$ cat src/ccu_map.svh
// Register offsets, field positions, reset values and counts of the capture/compare unit.
// Assumes inclusion by its bare name from the package and the design file.
`ifndef CCU_MAP_SVH
`define CCU_MAP_SVH

// ********
// Register byte offsets on the Wishbone bus
// ********
`define CCU_OFS_CONTROL   6'h00
`define CCU_OFS_SOURCE    6'h04
`define CCU_OFS_VAL_LOW   6'h08
`define CCU_OFS_VAL_HIGH  6'h0c
`define CCU_OFS_FLAG      6'h10
`define CCU_OFS_ENABLE    6'h14

// ********
// Field positions
// ********
`define CCU_CTL_EN_BIT    7
`define CCU_CTL_OUT_BIT   5
`define CCU_SRC_DIR_BIT   7
`define CCU_SRC_OD_BIT    6
`define CCU_FLAG_BIT      0
`define CCU_ENABLE_BIT    0

// ********
// Reset values and counts
// ********
`define CCU_CONTROL_RST   8'h00
`define CCU_SOURCE_RST    8'h80
`define CCU_PS_FOURTH     4'h3
`define CCU_PS_SIXTEENTH  4'hf

`endif

$ cat src/ccu_pkg.sv
// Types shared by the capture/compare unit.
// Assumes ccu_map.svh sits in the same folder.
`include "ccu_map.svh"

package ccu_pkg;

    // Mode field encodings of the control register.
    typedef enum logic [3:0]
    {
        CCU_MODE_OFF       = 4'h0,
        CCU_MODE_TOG_CLR   = 4'h1,
        CCU_MODE_TOGGLE    = 4'h2,
        CCU_MODE_CAP_ANY   = 4'h3,
        CCU_MODE_CAP_FALL  = 4'h4,
        CCU_MODE_CAP_RISE  = 4'h5,
        CCU_MODE_CAP_4TH   = 4'h6,
        CCU_MODE_CAP_16TH  = 4'h7,
        CCU_MODE_SET       = 4'h8,
        CCU_MODE_CLEAR     = 4'h9,
        CCU_MODE_PULSE     = 4'ha,
        CCU_MODE_PULSE_CLR = 4'hb,
        CCU_MODE_PWM0      = 4'hc,
        CCU_MODE_PWM1      = 4'hd,
        CCU_MODE_PWM2      = 4'he,
        CCU_MODE_PWM3      = 4'hf
    } ccu_mode_t;

    // Capture source choices.
    typedef enum logic [1:0]
    {
        CCU_SRC_PIN  = 2'h0,
        CCU_SRC_ALT0 = 2'h1,
        CCU_SRC_ALT1 = 2'h2,
        CCU_SRC_ALT2 = 2'h3
    } ccu_src_t;

endpackage

$ cat src/ccu_top.sv
// Capture/compare unit with a classic Wishbone register slave.
// Assumes the companion timer count arrives in this clock domain;
// the pad resolves the pin from pin_o and pin_oe_o.
`timescale 1ns/1ps
`include "ccu_map.svh"

module ccu_top
(
    input  wire logic                 clk_i,          // System clock, 100 MHz.
    input  wire logic                 rst_i,          // Synchronous reset, active high.
    input  wire logic                 wb_cyc_i,       // Wishbone cycle.
    input  wire logic                 wb_stb_i,       // Wishbone strobe.
    input  wire logic                 wb_we_i,        // Wishbone write enable.
    input  wire logic [5:0]           wb_adr_i,       // Wishbone byte address.
    input  wire logic [3:0]           wb_sel_i,       // Wishbone byte selects.
    input  wire logic [31:0]          wb_dat_i,       // Wishbone write data.
    output logic      [31:0]          wb_dat_o,       // Wishbone read data.
    output logic                      wb_ack_o,       // Wishbone acknowledge.
    input  wire logic [15:0]          timer_count_i,  // Companion timer count.
    output logic                      timer_clear_o,  // One-cycle timer reset request.
    input  wire logic                 pin_i,          // Level seen on the unit pin.
    output logic                      pin_o,          // Pin output value.
    output logic                      pin_oe_o,       // Pin output enable, high drives.
    input  wire logic [2:0]           alt_src_i,      // Alternative capture sources.
    output logic                      compare_out_o,  // Compare latch for other blocks.
    output logic                      event_flag_o,   // Unit event flag level.
    output logic                      wake_o          // Enabled event, wakes the device.
);
    import ccu_pkg::*;

    // ********
    // Register state
    // ********
    logic             unit_on;         // Unit on bit of the control register.
    ccu_mode_t        unit_mode;       // Mode field of the control register.
    logic [7:0]       source_reg;      // Capture source select and pin configuration.
    logic [15:0]      capture_compare_value; // Captured or compare value.
    logic             unit_event_flag; // Sticky event flag.
    logic             unit_event_enable; // Event enable bit.
    logic             out_latch;       // Compare output latch.
    logic             pulse_active;    // Pulse output is high this cycle.

    // ********
    // Bus decode
    // ********
    logic             bus_req;         // A request is on the bus.
    logic             bus_wr;          // A write takes effect at this edge.
    logic [7:0]       wr_byte;         // Low byte lane of write data.
    logic [7:0]       rd_byte;         // Byte selected for reading.

    assign bus_req = wb_cyc_i & wb_stb_i;
    // Writes act only at the edge where ack is seen, so a held request writes once.
    assign bus_wr  = bus_req & wb_we_i & wb_ack_o & wb_sel_i[0];
    assign wr_byte = wb_dat_i[7:0];

    // ********
    // Capture input path
    // ********
    logic             src_raw;         // Selected raw capture source.
    logic             sync_a;          // First synchroniser stage.
    logic             sync_b;          // Second synchroniser stage.
    logic             sync_c;          // Previous synchronised level.
    logic             rise;            // Rising edge of the synchronised input.
    logic             fall;            // Falling edge of the synchronised input.
    logic [3:0]       prescale_cnt;    // Capture edge prescaler.
    logic             capture_mode;    // Unit is on and in a capture mode.
    logic             compare_mode;    // Unit is on and in a compare mode.
    logic             capture_evt;     // A capture happens this cycle.

    // Pick the source; the pin input is the pad level, driven or not.
    always_comb
    begin
        unique case (ccu_src_t'(source_reg[1:0]))
            CCU_SRC_PIN:  src_raw = pin_i;
            CCU_SRC_ALT0: src_raw = alt_src_i[0];
            CCU_SRC_ALT1: src_raw = alt_src_i[1];
            CCU_SRC_ALT2: src_raw = alt_src_i[2];
        endcase
    end

    // Two stages so an asynchronous edge makes exactly one event.
    always_ff @(posedge clk_i)
    begin
        if (rst_i)
        begin
            sync_a <= 1'b0;
            sync_b <= 1'b0;
            sync_c <= 1'b0;
        end
        else
        begin
            sync_a <= src_raw;
            sync_b <= sync_a;
            sync_c <= sync_b;
        end
    end

    assign rise = sync_b & ~sync_c;
    assign fall = ~sync_b & sync_c;

    assign capture_mode = unit_on & (unit_mode >= CCU_MODE_CAP_ANY)
                        & (unit_mode <= CCU_MODE_CAP_16TH);
    assign compare_mode = unit_on & ((unit_mode == CCU_MODE_TOG_CLR)
                        | (unit_mode == CCU_MODE_TOGGLE)
                        | ((unit_mode >= CCU_MODE_SET) & (unit_mode <= CCU_MODE_PULSE_CLR)));

    // Prescaler counts rising edges in the divided modes; a direct change between
    // divided modes keeps the count, which is why software clears control first.
    always_ff @(posedge clk_i)
    begin
        if (rst_i || !capture_mode)
        begin
            prescale_cnt <= 4'h0;
        end
        else if (rise && (unit_mode == CCU_MODE_CAP_4TH || unit_mode == CCU_MODE_CAP_16TH))
        begin
            if (capture_evt)
            begin
                prescale_cnt <= 4'h0;
            end
            else
            begin
                prescale_cnt <= prescale_cnt + 4'h1;
            end
        end
    end

    // Decode the qualifying event for each capture mode.
    always_comb
    begin
        capture_evt = 1'b0;
        if (capture_mode)
        begin
            unique case (unit_mode)
                CCU_MODE_CAP_ANY:  capture_evt = rise | fall;
                CCU_MODE_CAP_FALL: capture_evt = fall;
                CCU_MODE_CAP_RISE: capture_evt = rise;
                CCU_MODE_CAP_4TH:  capture_evt = rise & (prescale_cnt >= `CCU_PS_FOURTH);
                CCU_MODE_CAP_16TH: capture_evt = rise & (prescale_cnt == `CCU_PS_SIXTEENTH);
                default:           capture_evt = 1'b0;
            endcase
        end
    end

    // ********
    // Compare path
    // ********
    logic             equal_now;       // Value equals timer this cycle.
    logic             equal_prev;      // Equality seen last cycle.
    logic             match_evt;       // First cycle of a match.

    // Continuous equality on the shared companion timer.
    assign equal_now = compare_mode & (capture_compare_value == timer_count_i);
    // Only the first cycle of equality acts, so a stalled timer toggles once.
    assign match_evt = equal_now & ~equal_prev;

    always_ff @(posedge clk_i)
    begin
        if (rst_i)
        begin
            equal_prev <= 1'b0;
        end
        else
        begin
            equal_prev <= equal_now;
        end
    end

    // ********
    // Control and source registers
    // ********

    // Control register write; changing mode here may flag a false event.
    always_ff @(posedge clk_i)
    begin
        if (rst_i)
        begin
            unit_on   <= 1'(`CCU_CONTROL_RST >> `CCU_CTL_EN_BIT);
            unit_mode <= CCU_MODE_OFF;
        end
        else if (bus_wr && wb_adr_i == `CCU_OFS_CONTROL)
        begin
            unit_on   <= wr_byte[`CCU_CTL_EN_BIT];
            unit_mode <= ccu_mode_t'(wr_byte[3:0]);
        end
    end

    // Source select, open-drain option and pin direction bit.
    always_ff @(posedge clk_i)
    begin
        if (rst_i)
        begin
            source_reg <= `CCU_SOURCE_RST;
        end
        else if (bus_wr && wb_adr_i == `CCU_OFS_SOURCE)
        begin
            source_reg <= wr_byte;
        end
    end

    // ********
    // Value register
    // ********

    // Capture takes the whole timer count and wins over a byte write in the same
    // cycle; an unread value is simply overwritten.
    always_ff @(posedge clk_i)
    begin
        if (rst_i)
        begin
            capture_compare_value <= 16'h0000;
        end
        else if (capture_evt)
        begin
            capture_compare_value <= timer_count_i;
        end
        else if (bus_wr && wb_adr_i == `CCU_OFS_VAL_LOW)
        begin
            capture_compare_value[7:0] <= wr_byte;
        end
        else if (bus_wr && wb_adr_i == `CCU_OFS_VAL_HIGH)
        begin
            capture_compare_value[15:8] <= wr_byte;
        end
    end

    // ********
    // Flag and enable
    // ********

    // Hardware only sets the flag; software clears it by writing zero, and an
    // event in the clearing cycle wins.
    always_ff @(posedge clk_i)
    begin
        if (rst_i)
        begin
            unit_event_flag <= 1'b0;
        end
        else if (capture_evt || match_evt)
        begin
            unit_event_flag <= 1'b1;
        end
        else if (bus_wr && wb_adr_i == `CCU_OFS_FLAG)
        begin
            unit_event_flag <= wr_byte[`CCU_FLAG_BIT];
        end
    end

    // Event enable bit.
    always_ff @(posedge clk_i)
    begin
        if (rst_i)
        begin
            unit_event_enable <= 1'b0;
        end
        else if (bus_wr && wb_adr_i == `CCU_OFS_ENABLE)
        begin
            unit_event_enable <= wr_byte[`CCU_ENABLE_BIT];
        end
    end

    // Flag and wake outputs; the wake works whether or not the core sleeps.
    always_ff @(posedge clk_i)
    begin
        if (rst_i)
        begin
            event_flag_o <= 1'b0;
            wake_o       <= 1'b0;
        end
        else
        begin
            event_flag_o <= unit_event_flag;
            wake_o       <= unit_event_flag & unit_event_enable;
        end
    end

    // ********
    // Compare output latch and timer clear
    // ********

    // Match action per mode; a zero control write forces the latch low.
    always_ff @(posedge clk_i)
    begin
        if (rst_i)
        begin
            out_latch    <= 1'b0;
            pulse_active <= 1'b0;
        end
        else if (bus_wr && wb_adr_i == `CCU_OFS_CONTROL && wr_byte == 8'h00)
        begin
            out_latch    <= 1'b0;
            pulse_active <= 1'b0;
        end
        else
        begin
            pulse_active <= 1'b0;
            if (match_evt)
            begin
                unique case (unit_mode)
                    CCU_MODE_TOG_CLR,
                    CCU_MODE_TOGGLE:    out_latch <= ~out_latch;
                    CCU_MODE_SET:       out_latch <= 1'b1;
                    CCU_MODE_CLEAR:     out_latch <= 1'b0;
                    CCU_MODE_PULSE,
                    CCU_MODE_PULSE_CLR: pulse_active <= 1'b1;
                    default:            out_latch <= out_latch;
                endcase
            end
        end
    end

    // Timer reset request only for the two clearing modes.
    always_ff @(posedge clk_i)
    begin
        if (rst_i)
        begin
            timer_clear_o <= 1'b0;
        end
        else
        begin
            timer_clear_o <= match_evt & ((unit_mode == CCU_MODE_TOG_CLR)
                           | (unit_mode == CCU_MODE_PULSE_CLR));
        end
    end

    // ********
    // Pin driver and internal route
    // ********
    logic             drive_level;     // Level the unit wants on the pin.

    assign drive_level = out_latch | pulse_active;

    // Open-drain drives only the low level and leaves high to the pull-up;
    // the direction bit set means input, as out of reset.
    always_ff @(posedge clk_i)
    begin
        if (rst_i)
        begin
            pin_o         <= 1'b0;
            pin_oe_o      <= 1'b0;
            compare_out_o <= 1'b0;
        end
        else
        begin
            compare_out_o <= drive_level;
            pin_o         <= source_reg[`CCU_SRC_OD_BIT] ? 1'b0 : drive_level;
            pin_oe_o      <= ~source_reg[`CCU_SRC_DIR_BIT]
                           & ~(source_reg[`CCU_SRC_OD_BIT] & drive_level);
        end
    end

    // ********
    // Wishbone answer
    // ********

    // Read mux; unmapped offsets read zero.
    always_comb
    begin
        unique case (wb_adr_i)
            `CCU_OFS_CONTROL:  rd_byte = {unit_on, 1'b0, out_latch, 1'b0, unit_mode};
            `CCU_OFS_SOURCE:   rd_byte = source_reg;
            `CCU_OFS_VAL_LOW:  rd_byte = capture_compare_value[7:0];
            `CCU_OFS_VAL_HIGH: rd_byte = capture_compare_value[15:8];
            `CCU_OFS_FLAG:     rd_byte = {7'h00, unit_event_flag};
            `CCU_OFS_ENABLE:   rd_byte = {7'h00, unit_event_enable};
            default:           rd_byte = 8'h00;
        endcase
    end

    // Ack one cycle after the request and drop it the next, giving every
    // access, mapped or not, a two-cycle answer.
    always_ff @(posedge clk_i)
    begin
        if (rst_i)
        begin
            wb_ack_o <= 1'b0;
            wb_dat_o <= 32'h0000_0000;
        end
        else
        begin
            wb_ack_o <= bus_req & ~wb_ack_o;
            if (bus_req && !wb_ack_o)
            begin
                wb_dat_o <= {24'h00_0000, rd_byte};
            end
        end
    end

endmodule

$ cat config.mk
export PLATFORM = sky130hd
export DESIGN_NAME = ccu_top
export DESIGN_NICKNAME = d
export VERILOG_FILES = /design/src/ccu_pkg.sv /design/src/ccu_top.sv
export VERILOG_INCLUDE_DIRS = /design/src
export SDC_FILE = /design/constraint.sdc
export NUM_CORES = 1
export LEC_CHECK = 0
export BUFFER_PORTS_ARGS = -buffer_cell sky130_fd_sc_hd__buf_2
export CAP_MARGIN = 20
export CORE_AREA = 5 5 70 97
export CTS_BUF_LIST = sky130_fd_sc_hd__clkbuf_8
export DETAILED_ROUTE_END_ITERATION = 16
export DIE_AREA = 0 0 75 102
export PLACE_DENSITY = 0.85
export SYNTH_ARGS = -nofsm -noshare
export SYNTH_HDL_FRONTEND = slang
export SYNTH_SLANG_ARGS = --single-unit
$ cat constraint.sdc
create_clock -name clk_i -period 3.11 [get_ports clk_i]
set_input_delay 0.1555 -clock clk_i [delete_from_list [all_inputs] [get_ports clk_i]]
set_output_delay 0.1555 -clock clk_i [all_outputs]
set_load 0.05 [all_outputs]
==> metrics.cfg <==
[worst_hold_path]
hold_start=timer_count_i[6]
hold_path_class=input pin to register

[setup_path]
cp_slowest_stage_delay_ns=0.65
crit_slowest_cell=o21ba_2
rr_startpoint=unit_mode[1]$_SDFFE_PP0P_
endpoint_kind=register
critPathLaunchType=register
cpLargestDelayFamily=compound AO/OA/AOI/OAI gates
crit_type=register to register
path_buf_inv=0
crit_arrival_ns=2.52
crit_start=unit_mode[1]$_SDFFE_PP0P_
cp.required_ns=3.29
path_cells=a21oi_1 > or3b_2 > o21ba_2 > mux2i_1 > nor2_1
crit_fanout=16

[synth]
syn_avg_cell_area_um2=9.40
netlist_top_cells_area=dfxtp_1 36%, mux2i_1 13%, nor2_1 6.8%, buf_4 6.0%, xnor2_1 4.8%
ys_async_sr_fraction_pct=0
synth_compound_area_share_pct=8.04
synth_common_cells=56 x dfxtp_1, 56 x nor2_1, 40 x mux2i_1
syn_area_um2=3110
synth.distinct_cells=51
yosys-mux-area-fraction_pct=20.3
ys_ff_latch=56
synth_edf_count=0
yosysWarnings=0
synth_top_area_share_pct=36.0
postSynthCellCount=331
ys_seq_area_share_pct=36.0
synth_xor_xnor_area_share_pct=6.19
synth_ff_type=dfxtp_1
synth_top_family_by_area=multiplexers
synth_area_leader_cell=dfxtp_1
yosys.area_share.simple_pct=19.1
synthAdderAreaFrac_pct=1.21

[die]
ios=106
rows=33
die_y_um=102
start_util_pct=53.4
die_x_um=75
die-area_um2=7650
coreArea_um2=5820

[sta]
rsz0062_at_grt=no
setup_tns_ns=0
fin_crit_ns=2.34
max_freq_mhz=428
setup_ws_ns=0.773
maxSlewHeadroom_pct=47.7
hold_viol=0
clock_skew_ns=0.0150
tightest_slew_ns=0.778
fin_crit_sh_pct=75.1
setup_viol_count_final=0
drv_slew=0

[grt]
antenna_found_initial=0
grt_pass1_vias=2475
grt-ovfl-total=0
track_usage_pct=19.5
grt_max_degree=37
grt_pass1_wl_um=11500

[place]
place_area_um2=3310
place_ws_ns=0.621
dp_hpwl_um=5530
port_buffers=54
place.gp.congestion=0.928

[clock_tree]
insertion_delay_ns=0.32
htreeDepth=2
hold_buffers=0
post-cts-setup-buffers=0
cts_buffer_depth=2
path_clk_slew_ns=0.10
cts_made_buffers=5
post_cts_resized=0
cts_root_buf=clkbuf_8
clock_sinks=56
cts_tree=built

[detailed_routing]
vias_per_cell=5.52
dr_total_vias=2473
wl_um=7200
antenna_left=0
dr.pass1.iters=5
drc=0
drt_iter0_markers=135
wl_per_cell_um=16.1

[status]
status=finished, final reports clean

[finish]
fin_util_pct=58.4
fillers=525
final-seq-area_um2=1120
layout-drive-gt1-share_pct=24.9
final_area_um2=3400
finalNetCount=447
multi_input_area_um2=1800
largest_reg_flops=16
syn_to_final_growth_pct=9.21
n_antenna_cell=0

[run]
maxCapViolCount=0

[power]
p_leak_uw=0.00134
p_per_area_nw_per_um2=379
ir_drop_mv=0.292
power.total_uw=1290

-- routing by layer --
metal / part of all wire (%) / vias up / global-route usage [%]
li1: - / 1191 / -
met1: 37 / 1179 / 20.7
met2: 54 / 83 / 35.4
met3: 5.4 / 20 / 4.04
met4: 3.4 / 0 / 9.59
met5: 0 / - / 0
-- path summary, 6_finish.rpt --
check                                                         endpoint  slack, ns  cells after the start
worst max-delay path            capture_compare_value[13]$_SDFFE_PP0P_       0.77                      5
worst min-delay path             capture_compare_value[6]$_SDFFE_PP0P_       0.09                      3
worst max register to register  capture_compare_value[13]$_SDFFE_PP0P_       0.77                      5
worst min register to register                       sync_b$_SDFF_PP0_       0.46                      1
-- worst reg2reg max path, stage by stage (launching register included) --
cell and delay, ns:
dfxtp_1 0.62, a21oi_1 0.12, or3b_2 0.50, o21ba_2 0.65, mux2i_1 0.27, nor2_1 0.05
-- where the power goes --
part	internal (µW)	total, µW	leakage [µW]	switching (µW)
clock network	178	409	0.0000510	231
logic	37.9	159	0.000842	121
registers	719	721	0.000452	1.47
total	935	1290	0.00134	354
-- cell usage in the layout (no fill, tap or decap), types with 3 or more instances in the layout --
cell and count:
nor2_1 56, dfxtp_1 56, buf_2 54, mux2i_1 40, conb_1 24, xnor2_1 17
o21ai_0 9, mux2_4 8, nor3_1 8, mux2_2 8, nand2_1 7, nand3_1 6
a21oi_1 6, nor2b_1 6, clkbuf_8 6, xor2_1 5, a22oi_1 5, a22o_1 5
inv_1 4, nand4_1 4, ha_1 3
-- per-stage QoR --
stage | instances | hold slack (ns)
2_1_floorplan | 354 | 0.235
3_3_place_gp | 440 | 0.418
3_5_place_dp | 440 | 0.427
4_1_cts | 448 | 0.0915
5_1_grt | 448 | 0.0971
6_report | 448 | 0.0933
-- cell families after synthesis --
kind of cell / count (synthesis)
AOI/OAI and AO/OA: 36
xor gates and xnor gates: 22
adders and majority gates: 3
buffers and inverters: 44
DFF: 56
muxes: 57
other: 1
and+or+nand+nor: 112
-- cell type report --
type | instances | share of cell area (%)
Sequential cell | 56 | 33.0
Inverter | 4 | 0.442
Clock inverter | 2 | 0.295
Tap cell | 70 | 2.58
Multi-Input combinational cell | 254 | 52.9
Timing Repair Buffer | 56 | 8.39
Clock buffer | 6 | 2.43
Note: power is estimated with default switching activity, not from simulation.
